==> config.mk <==
export PLATFORM = sky130hd
export DESIGN_NAME = flash_link_host_flat
export DESIGN_NICKNAME = d
export VERILOG_FILES = /design/src/design/flash_link_pkg.sv /design/src/design/flash_link_if.sv /design/src/design/flash_link_host.sv /design/src/flat_wrapper.sv
export SDC_FILE = /design/constraint.sdc
export NUM_CORES = 1
export LEC_CHECK = 0
export BUFFER_PORTS_ARGS = -buffer_cell sky130_fd_sc_hd__buf_2
export CAP_MARGIN = 10
export CORE_MARGIN = 10
export CORE_UTILIZATION = 35
export CTS_CLUSTER_DIAMETER = 30
export DETAILED_ROUTE_END_ITERATION = 10
export GPL_ROUTABILITY_DRIVEN = 0
export GPL_TIMING_DRIVEN = 0
export PLACE_DENSITY = 0.55
export SLEW_MARGIN = 30
export SYNTH_ARGS = -nofsm -noshare
export SYNTH_HDL_FRONTEND = slang
export SYNTH_SLANG_ARGS = --single-unit
==> constraint.sdc <==
create_clock -name clk_sys -period 5.77 [get_ports clk_sys]
set_input_delay 1.154 -clock clk_sys [delete_from_list [all_inputs] [get_ports clk_sys]]
set_output_delay 1.154 -clock clk_sys [all_outputs]
set_load 0.1 [all_outputs]
==> src/design/flash_link_pkg.sv <==
// Shared constants for the full-cycle serial flash link.
// Assumes both ends run on one 40 MHz system clock and a bench joins them.
package flash_link_pkg;
	// Host clock divider: half period of the serial clock in system cycles.
	localparam int unsigned sys_period_ns = 25;
	localparam int unsigned sclk_half_ns = 100;
	localparam logic [7:0] sclk_half_cyc =
		8'((sclk_half_ns + sys_period_ns - 1) / sys_period_ns);
	// Pages refreshed per sector and the refresh threshold.
	localparam logic [15:0] pages_per_sector = 16'h0080;
	localparam logic [15:0] refresh_limit = 16'h4e20;
	localparam logic [12:0] page_count = 13'h1fff;
	// Link opcodes; the host bookkeeping uses only op_auto_rewrite.
	localparam logic [7:0] op_page_program = 8'h82;
	localparam logic [7:0] op_buffer_write = 8'h84;
	localparam logic [7:0] op_buffer_program = 8'h83;
	localparam logic [7:0] op_auto_rewrite = 8'h58;
	// Mode seen on select assertion.
	localparam logic mode_0 = 1'b0;
	localparam logic mode_3 = 1'b1;
endpackage : flash_link_pkg

==> src/design/flash_link_if.sv <==
// Pins of the serial flash link between host and device.
// Assumes the bench resolves the data-out wire from its enable.
`timescale 1ns/100ps
interface flash_link_if;
	logic sclk;
	logic sel_n;
	logic rst_n;
	logic mosi;
	logic miso_o;
	logic miso_oe;
	modport host (output sclk, output sel_n, output rst_n, output mosi,
		input miso_o, input miso_oe);
	modport device (input sclk, input sel_n, input rst_n, input mosi,
		output miso_o, output miso_oe);
endinterface : flash_link_if

==> src/design/flash_link_host.sv <==
// Host end: makes the serial clock, launches on rise, captures on fall,
// and keeps the page rewrite pointer and operation count.
// Assumes the user issues one byte at a time and frames with frame_end.
`timescale 1ns/100ps
// Function
// - Device drives on falling, samples on rising.
// - Host captures device bit next falling edge.
// - Host launches its bits on rising edges.
// - Next host bit shifts when device samples.
// - Clock level at select fall gives mode.
// - Compatible variant: output valid during low.
// - General variant: host uses next-fall capture.
// - Select high before device reset release.
// - Rewrite each page within 20000 operations.
// - Rewrite command uses page address pointer.
// - Page written direct or via buffer.
// - Sequential fill repeats per page program.
// - Low power: refresh sector after 20000.
module flash_link_host (
	input wire logic clk_sys,
	input wire logic reset,
	flash_link_if.host link,
	input wire logic idle_high,
	input wire logic start,
	input wire logic [7:0] tx_byte,
	input wire logic frame_end,
	input wire logic page_op,
	input wire logic lazy_refresh,
	output logic busy,
	output logic [7:0] rx_byte,
	output logic rx_valid,
	output logic refresh_due,
	output logic [12:0] rewrite_page,
	output logic [7:0] rewrite_op
);
	// Boot holds the device in reset, idle parks the clock at its mode
	// level, shift makes the sixteen clock edges of one byte, tail waits
	// out the last full period for the final device bit, and hold keeps
	// select low between bytes of one frame.
	typedef enum logic [4:0] {
		st_boot = 5'b00001,
		st_idle = 5'b00010,
		st_shift = 5'b00100,
		st_tail = 5'b01000,
		st_hold = 5'b10000
	} host_e;
	// All host state lives in one record so that the next value is built
	// in one place. The device answer is taken through two flip-flops,
	// which is why capture always waits a whole clock period: the device
	// changes its pin a few cycles after a falling edge, and the bit only
	// reaches the host one falling edge later.
	typedef struct packed {
		host_e state;
		logic [7:0] div;
		logic sclk;
		logic sel_n;
		logic rst_n;
		logic mosi;
		logic [7:0] tx_sh;
		logic [7:0] rx_sh;
		logic [3:0] edges;
		logic [1:0] miso_s;
		logic [7:0] rx_out;
		logic rx_v;
		logic [15:0] op_cnt;
		logic [12:0] ptr;
		logic [15:0] burst;
	} host_s;
	host_s st_r, st_nxt;
	logic tick;

	assign tick = (st_r.div == flash_link_pkg::sclk_half_cyc - 8'h01);

	// Page pointer step; it wraps over the whole array on purpose.
	function automatic logic [12:0] next_page(input logic [12:0] p);
		next_page = p + 13'h0001;
	endfunction : next_page

	// Host sequencing and refresh bookkeeping.
	always_comb begin
		st_nxt = st_r;
		st_nxt.miso_s = {st_r.miso_s[0], link.miso_o};
		st_nxt.rx_v = 1'b0;
		st_nxt.div = tick ? 8'h00 : st_r.div + 8'h01;
		unique case (st_r.state)
			st_boot: begin
				// Select is already high before reset is let go.
				st_nxt.sel_n = 1'b1;
				if (tick) begin
					st_nxt.rst_n = 1'b1;
					st_nxt.state = st_idle;
				end
			end
			st_idle: begin
				st_nxt.sclk = idle_high;
				if (start) begin
					st_nxt.sel_n = 1'b0;
					st_nxt.tx_sh = tx_byte;
					st_nxt.edges = 4'h0;
					st_nxt.div = 8'h00;
					st_nxt.state = st_shift;
				end
			end
			st_shift: if (tick) begin
				st_nxt.sclk = ~st_r.sclk;
				st_nxt.edges = st_r.edges + 4'h1;
				if (!st_r.sclk) begin
					// Rising edge: launch the next bit.
					st_nxt.mosi = st_r.tx_sh[7];
					st_nxt.tx_sh = {st_r.tx_sh[6:0], 1'b0};
				end else if (st_r.edges != 4'h0) begin
					// Falling edge: take the bit launched one fall ago.
					st_nxt.rx_sh = {st_r.rx_sh[6:0], st_r.miso_s[1]};
				end
				if (st_r.edges == 4'hf) begin
					// The last device bit was launched on the last
					// falling edge and needs a full period from that edge.
					st_nxt.edges = 4'h0;
					st_nxt.state = st_tail;
				end
			end
			st_tail: if (tick) begin
				// Clock stands still; the capture lands where the next
				// falling edge would be with the clock idle low, or the next rising edge with it idle high. Bits shifted in before the last
				// eight drop out of the word.
				st_nxt.edges = st_r.edges + 4'h1;
				if (st_r.edges == 4'h1) begin
					st_nxt.rx_out = {st_r.rx_sh[6:0], st_r.miso_s[1]};
					st_nxt.rx_v = 1'b1;
					st_nxt.state = st_hold;
				end
			end
			st_hold: begin
				if (frame_end) begin
					st_nxt.sel_n = 1'b1;
					st_nxt.sclk = idle_high;
					st_nxt.state = st_idle;
				end else if (start) begin
					st_nxt.tx_sh = tx_byte;
					st_nxt.edges = 4'h0;
					st_nxt.div = 8'h00;
					st_nxt.state = st_shift;
				end
			end
			default: st_nxt.state = st_boot;
		endcase
		// Each page program, direct or via buffer, counts once.
		if (page_op) begin
			st_nxt.op_cnt = st_r.op_cnt + 16'h0001;
			// The step lands on the last operation of each share, so a
			// full lap of the sector stays inside the limit; stepping
			// one operation later would overrun it.
			if (!lazy_refresh && st_r.op_cnt + 16'h0001 >=
				flash_link_pkg::refresh_limit /
				flash_link_pkg::pages_per_sector) begin
				// Spread rewrites: one pointer step per share.
				st_nxt.op_cnt = 16'h0000;
				st_nxt.ptr = next_page(st_r.ptr);
			end
		end
		// Lazy mode walks a whole sector after the limit.
		if (lazy_refresh && st_r.op_cnt >= flash_link_pkg::refresh_limit &&
			st_r.burst == 16'h0000)
			st_nxt.burst = flash_link_pkg::pages_per_sector;
		if (st_r.burst != 16'h0000 && page_op) begin
			st_nxt.burst = st_r.burst - 16'h0001;
			st_nxt.ptr = next_page(st_r.ptr);
			if (st_r.burst == 16'h0001)
				st_nxt.op_cnt = 16'h0000;
		end
	end

	// State register with synchronous reset; device held in reset.
	always_ff @(posedge clk_sys) begin
		if (reset) begin
			st_r <= '0;
			st_r.state <= st_boot;
			st_r.sel_n <= 1'b1;
		end else begin
			st_r <= st_nxt;
		end
	end

	assign link.sclk = st_r.sclk;
	assign link.sel_n = st_r.sel_n;
	assign link.rst_n = st_r.rst_n;
	assign link.mosi = st_r.mosi;
	assign busy = (st_r.state != st_idle) && (st_r.state != st_hold);
	assign rx_byte = st_r.rx_out;
	assign rx_valid = st_r.rx_v;
	assign refresh_due = (st_r.burst != 16'h0000) ||
		(st_r.op_cnt >= flash_link_pkg::refresh_limit);
	assign rewrite_page = st_r.ptr;
	assign rewrite_op = flash_link_pkg::op_auto_rewrite;
endmodule : flash_link_host

==> src/flat_wrapper.sv <==
// flat-port wrapper written by rule: the top's interface ports become plain ports
module flash_link_host_flat 
  (clk_sys, reset, idle_high, start, tx_byte, frame_end, page_op, lazy_refresh, busy, rx_byte, rx_valid, refresh_due, rewrite_page, rewrite_op, link_sclk, link_sel_n, link_rst_n, link_mosi, link_miso_o, link_miso_oe);
  flash_link_if link_i ();
  input wire logic clk_sys;
  input wire logic reset;
  input wire logic idle_high;
  input wire logic start;
  input wire logic [7:0] tx_byte;
  input wire logic frame_end;
  input wire logic page_op;
  input wire logic lazy_refresh;
  output logic busy;
  output logic [7:0] rx_byte;
  output logic rx_valid;
  output logic refresh_due;
  output logic [12:0] rewrite_page;
  output logic [7:0] rewrite_op;
  output wire logic [$bits(link_i.sclk)-1:0] link_sclk;
  output wire logic [$bits(link_i.sel_n)-1:0] link_sel_n;
  output wire logic [$bits(link_i.rst_n)-1:0] link_rst_n;
  output wire logic [$bits(link_i.mosi)-1:0] link_mosi;
  input wire logic [$bits(link_i.miso_o)-1:0] link_miso_o;
  input wire logic [$bits(link_i.miso_oe)-1:0] link_miso_oe;
  assign link_sclk = link_i.sclk;
  assign link_sel_n = link_i.sel_n;
  assign link_rst_n = link_i.rst_n;
  assign link_mosi = link_i.mosi;
  assign link_i.miso_o = link_miso_o;
  assign link_i.miso_oe = link_miso_oe;
  flash_link_host u_core (.clk_sys(clk_sys), .reset(reset), .link(link_i), .idle_high(idle_high), .start(start), .tx_byte(tx_byte), .frame_end(frame_end), .page_op(page_op), .lazy_refresh(lazy_refresh), .busy(busy), .rx_byte(rx_byte), .rx_valid(rx_valid), .refresh_due(refresh_due), .rewrite_page(rewrite_page), .rewrite_op(rewrite_op));
endmodule
==> results of run 1 <==
[stage by stage]
step / area [um2] / util / cells / total power, mW / setup WS [ps]
2_1_floorplan: 4940 / - / 605 / 1.39 / 2650
5_1_grt: 5660 / 0.409 / 843 / 2.23 / 2020
6_report: 5660 / 0.409 / 843 / 2.10 / 2160
3_3_place_gp: 5370 / 0.389 / 827 / 1.52 / 2590
3_5_place_dp: 5370 / 0.389 / 827 / 1.54 / 2570
4_1_cts: 5660 / 0.409 / 843 / 2.12 / 2230
[cells by family after synthesis]
logic type      Yosys count  synth area share
simple gates            270             0.286
compound gates          121             0.161
flops                    92             0.375
buf+inv                  69            0.0812
mux                      22            0.0471
xor+xnor                 14            0.0249
fa+ha+maj                 9            0.0229
other cells               2           0.00153
[metal layers]
layer,track usage,vias up
met3,0.0421,10
met4,0.0377,0
met1,0.149,2106
met5,0,-
met2,0.201,99
li1,-,2242
[layout by cell type (no fill, tap or decap), types with 6 or more instances in the layout]
master,synthesis,routed
nor3_1,21,21
o21ai_0,22,22
dfxtp_1,92,92
a221oi_1,7,7
nor2_1,78,78
clkbuf_16,0,9
xor2_1,7,7
inv_1,15,15
nand2_1,45,45
conb_1,2,8
clkbuf_1,13,13
mux2i_1,16,16
o31a_1,6,6
nand3_1,21,21
and3_1,14,14
ha_1,9,9
a211oi_1,6,6
nor4_1,19,19
a21oi_1,43,43
or3_1,13,13
nor2b_1,16,16
nand4_1,8,8
buf_2,4,46
buf_4,30,30
xnor2_1,7,7
[area by class of cell]
type                       instances  area, um2  area share
multi-input combinational        444       2700       0.477
clock inverter                     7       57.6      0.0102
tap                              180        225      0.0398
timing repair buffer              42        210      0.0372
clock buffer                       9        225      0.0398
buffer                            54        343      0.0606
inverter                          15       56.3     0.00996
sequential                        92       1840       0.326
[where the power goes]
| group | switching (mW) | total, mW | internal [mW] |
|---|---|---|---|
| clock network | 0.272 | 0.571 | 0.299 |
| logic | 0.509 | 0.751 | 0.242 |
| registers | 0.0756 | 0.780 | 0.704 |
| total | 0.856 | 2.10 | 1.25 |
[Yosys cell counts, types with 6 or more instances]
| master | n |
|---|---|
| nor2b_1 | 16 |
| xor2_1 | 7 |
| nand4_1 | 8 |
| a211oi_1 | 6 |
| a221oi_1 | 7 |
| o31a_1 | 6 |
| nor2_1 | 78 |
| o21ai_0 | 22 |
| inv_1 | 15 |
| mux2i_1 | 16 |
| and3_1 | 14 |
| nand3_1 | 21 |
| nand2_1 | 45 |
| nor3_1 | 21 |
| a21oi_1 | 43 |
| xnor2_1 | 7 |
| clkbuf_1 | 13 |
| buf_4 | 30 |
| ha_1 | 9 |
| nor4_1 | 19 |
| or3_1 | 13 |
| dfxtp_1 | 92 |
[worst min-delay path by stage]
stage                       from         endpoint  slack [ps]  cells past startpoint
6_report       u_core.st_nxt[55]  u_core.st_r[55]         440                      1
5_1_grt        u_core.st_nxt[55]  u_core.st_r[55]         470                      1
4_1_cts        u_core.st_nxt[55]  u_core.st_r[55]         440                      1
3_5_place_dp   u_core.st_nxt[55]  u_core.st_r[55]         420                      1
3_3_place_gp   u_core.st_nxt[55]  u_core.st_r[55]         420                      1
2_1_floorplan  u_core.st_nxt[55]  u_core.st_r[55]         410                      1
[state kept, by name, indices dropped and copies added, names as in the netlist]
register,cells
u_core.st_nxt,1
u_core.link.mosi,1
u_core.link.rst_n,1
u_core.rx_byte,8
u_core.rewrite_page,13
u_core.link.sel_n,1
u_core.link.sclk,1
u_core.rx_valid,1
u_core.st_r,65
==> impl_results.md, run 1 <==
- Worst EP arrival: 2460 ps
- Leading area contributor after synthesis: dfxtp_1
- Leakage: 2.15 nW
- Vias/cell: 5.29
- Fin crit share: 0.627
- Buffers on Ports: 42
- Worst path depth: 5
- Worst-path cell chain: nor4_1 > nand4_1 > nor2_4 > nand2_1 > buf_2
- Predominant post-synthesis flop cell: dfxtp_1
- Met3 wire len: 689 um
- Diode count: 0
- Final hold violations: 0
- Worst path max stage delay: 620 ps
- Routed Antenna Nets: 0
- Layout Nets: 684
- Slew margin rel.: 0.387
- Synth warn: 0
- Post-detail-place hpwl: 8860 um
- Yosys cell types: 70
- Top cell type's share of synthesized area: 0.375
- Delay-heaviest family, CP: simple AND/OR/NAND/NOR gates
- Initial Util: 0.355
- RR Endpoint: u_core.rewrite_page[2]
- Antenna violations before repair: 0
- Sequential cell area fraction in the yosys report: 0.375
- Clk_lat worst skew: 360 ps
- I/O pin count: 53
- Die area: 0.0192 mm2
- Grt total ovfl: 0
- Synthesized area: 0.00491 mm2
- CP Launch Type: flip-flop
- Clock Path Buffers: 2
- Crit end category: output pin
- Clk pin slew, worst setup/hold paths: 70 ps
- Syn-to-layout area delta: 15.1%
- Hold WS: 439 ps
- Drt drc: 0
- Worst r2r src: u_core.st_r[30]
- Post-CTS Resized: 0
- Final setup fails: 0
- Worst setup path end: refresh_due
- VDD IR max: 171 uV
- Wire length of the first global-routing pass: 20100 um
- Postcts setup bufs: 0
- Mapped Cells: 599
- Largest net degree at the start of global routing: 18
- Reg2Reg Setup Slack: 2740 ps
- Syn_area_per_cell: 8.20 um2
- H-tree depth: 3
- Mean routed wirelength per cell: 14.3 um
- Max FO, Critical Path: 7
- FP Rows: 43
- Die Wd: 139 um
- Die H: 139 um
- P per Cell Area: 372 mW/mm2
- HP Class: reg -> reg
- Worst-Margin Slew: 915 ps
- Via count: 4457
- Cts-stage hold buffer count: 0
- Pins Over Slew Limit: 0
- Top layer in use: met4
- Crit path launch: u_core.st_r[2]
- Core footprint: 0.0138 mm2
- DR pass1 iterations: 4
- RSZ-0062 raised after global routing: no
- Wl on met1: 5640 um
- CTS Buf Count: 9
- Setup TNS: 0 ps
- Worst EP required: 4620 ps
- Post-synth EDFFs: 0
- Max frequency: 277 MHz
- Fill count: 1416
- Buf+Inv Stages, Crit Path: 1
- Iter 0 DRT Violations: 278
- DR WL met2: 5610 um
- Worst r2r path cells: 9
- Top post-synthesis cells by area: dfxtp_1 (37%), nor2_1 (6.0%), buf_4 (4.6%), a21oi_1 (4.4%), nand2_1 (3.4%)
- Maxcap violations: 0
- Routed WL: 12100 um
- Final min period: 3610 ps
- Root Buffer: clkbuf_16
- Synthesized flop and latch total: 92
- CTS tree: built
- Post-synthesis async set-or-reset flop share: 0
- Clk sinks: 92
- Outcome: finished, final reports clean
- Layout cells sized above 1: 0.178
- Setup CP Type: reg -> out
- Total Routing Usage GR: 0.123
- Final Skew: 11.3 ps
- Vias in the first global route: 4134
- Max stage delay cell, worst path: nor4_1
Power figures use the tool's default switching activity.
==> run 2, diff against run 1 <==
PLACE_DENSITY = 0.57   (was 0.55)
clock period = 3.3 ns   (was 5.77 ns; I/O delays follow)
==> impl_results.md, run 2 (synthesized netlist as in run 1, its figures left out) <==
- Outcome: finished, final reports clean
- Final hold violations: 0 (unchanged)
- Maxcap violations: 0 (unchanged)
- Logic pwr share: 0.357 (about the same)
- Setup CP Type: reg -> reg
- Placed Instance Area: 0.00537 mm2 (unchanged)
- Max FO, Critical Path: 10 (+3)
- Clock Path Buffers: 2 (unchanged)
- Diode count: 0 (unchanged)
- Worst-Margin Slew: 905 ps (-10.1 ps)
- Pins Over Slew Limit: 0 (unchanged)
- Final Skew: 8.14 ps (-3.13 ps)
- Most frequent cells in the layout: dfxtp_1 (92), nor2_1 (78), buf_2 (46), nand2_1 (45), a21oi_1 (43)
- Initial Util: 0.355 (unchanged)
- Worst r2r src: u_core.st_r[30]
- Layout Nets: 684 (unchanged)
- Flop pwr share: 0.372 (about the same)
- CTS tree: built
- Worst r2r path cells: 9 (unchanged)
- Worst EP required: 3540 ps (-1080 ps)
- Largest net degree at the start of global routing: 18 (unchanged)
- HP Class: reg -> reg
- Pint: 2.18 mW (+75%)
- Hold depth: 1 (unchanged)
- Mean routed wirelength per cell: 14.1 um (-1.6%)
- Worst-path cell chain: ha_1 > nand3_1 > or3_1 > nor3_1 > nor2_1 > o41ai_2 > buf_6 > a21oi_2 > mux2_4
- RSZ-0062 raised after global routing: no
- Drt drc: 0 (unchanged)
- Vias/cell: 5.25 (-0.74%)
- Fill count: 1414 (-0.14%)
- Sw frac: 0.405 (-0.00283)
- Layout cells sized above 1: 0.178 (unchanged)
- Worst EP arrival: 3300 ps (+840 ps)
- Antenna violations before repair: 0 (unchanged)
- Max stage delay cell, worst path: or3_1
- Max FFs per register: 65 (unchanged)
- P per Cell Area: 647 mW/mm2 (+74%)
- H-tree depth: 3 (unchanged)
- Leakage: 2.15 nW (+0.19%)
- Die H: 139 um (unchanged)
- Clk sinks: 92 (unchanged)
- Post-detail-place hpwl: 8800 um (-0.69%)
- Slew margin rel.: 0.393 (+0.00627)
- Sw power: 1.48 mW (+73%)
- Place WS: 301 ps (-2270 ps)
- Routed Antenna Nets: 0 (unchanged)
- Hold Crit Start: u_core.st_nxt[55]
- Syn-to-layout area delta: 15.1% (about the same)
- Post-CTS Resized: 0 (unchanged)
- VDD IR max: 282 uV (+65%)
- Buffers on Ports: 42 (unchanged)
- CP Launch Type: flip-flop
- Fin crit share: 0.930
- Via count: 4424 (-0.74%)
- Wire length of the first global-routing pass: 20200 um (+0.20%)
- Total power: 3.66 mW (+74%)
- Crit path launch: u_core.st_r[30]
- Commonest non-fill, non-tap cell in the layout: dfxtp_1
- Final min period: 3070 ps
- Die area: 0.0192 mm2 (unchanged)
- Design area: 0.00566 mm2 (about the same)
- Routed WL: 11900 um (-1.6%)
- Setup TNS: 0 ps (unchanged)
- Clk pwr share: 0.272 (about the same)
- Worst path max stage delay: 470 ps (-150 ps)
- Final non-filler cell total: 843 (unchanged)
- Largest Register: u_core.st_r
- Crit end category: flip-flop
- Die Wd: 139 um (unchanged)
- Core footprint: 0.0138 mm2 (unchanged)
- I/O pin count: 53 (unchanged)
- Cts-stage hold buffer count: 0 (unchanged)
- Postcts setup bufs: 0 (unchanged)
- Max frequency: 326 MHz
- Grt total ovfl: 0 (unchanged)
- DR pass1 iterations: 4 (unchanged)
- CTS Buf Count: 9 (unchanged)
- Root Buffer: clkbuf_16
- DP Cell Count: 827 (unchanged)
- FP Rows: 43 (unchanged)
- Iter 0 DRT Violations: 256 (-7.9%)
- Vias in the first global route: 4217 (+2.0%)
- Total Routing Usage GR: 0.122 (-0.00131)
- Clk pin slew, worst setup/hold paths: 70 ps (about the same)
- Clk_lat worst skew: 350 ps (about the same)
- Final setup margin: 232 ps (-1920 ps)
- Final setup fails: 0 (unchanged)
- Reg2Reg Setup Slack: 230 ps (-2510 ps)
[run 2: critical path, delay by kind of cell, from the launching register on]
| kind | cells | cell delay, ps |
|---|---|---|
| AND/OR/NAND/NOR | 4 | 1160 |
| flip-flops | 1 | 460 |
| multiplexers | 1 | 290 |
| adder cells (fa/ha/maj) | 1 | 290 |
| buffers and inverters | 1 | 220 |
| AO/OA/AOI/OAI | 2 | 520 |
[run 2: power by group through the flow]
stage | combinational [mW] | sequential (mW) | clock [mW]
3_5_place_dp | 1.31 | 1.38 | 0
5_1_grt | 1.45 | 1.38 | 1.08
3_3_place_gp | 1.28 | 1.38 | 0
2_1_floorplan | 1.05 | 1.38 | 0
6_report | 1.31 | 1.36 | 0.995
4_1_cts | 1.31 | 1.36 | 1.03
[run 2: per-stage QoR]
step	hold slack (ps)	util
2_1_floorplan	414	-
3_3_place_gp	417	0.389
3_5_place_dp	429	0.389
4_1_cts	453	0.409
5_1_grt	457	0.409
6_report	445	0.409
[run 2: worst paths after layout]
path / endpoint
worst min-delay path: u_core.st_r[55]
worst min register to register: u_core.st_r[55]
worst max register to register: u_core.rewrite_page[2]
worst max-delay path: u_core.rewrite_page[2]
[run 2: cell type report]
cell class	instances	area [um2]	share of cell area
Clock inverter	7	58.8	0.0104
Timing Repair Buffer	42	210	0.0372
Buffer	54	343	0.0606
Tap cell	180	225	0.0398
Inverter	15	56.3	0.00995
Sequential cell	92	1840	0.326
Multi-Input combinational cell	444	2700	0.477
Clock buffer	9	225	0.0398
[run 2: per-layer routing]
layer / routed length (um) / global-route usage / share of wire
met4: 82 / 0.0300 / 0.0069
met1: 5760 / 0.151 / 0.48
met5: 0 / 0 / 0
met2: 5550 / 0.198 / 0.47
met3: 502 / 0.0404 / 0.042
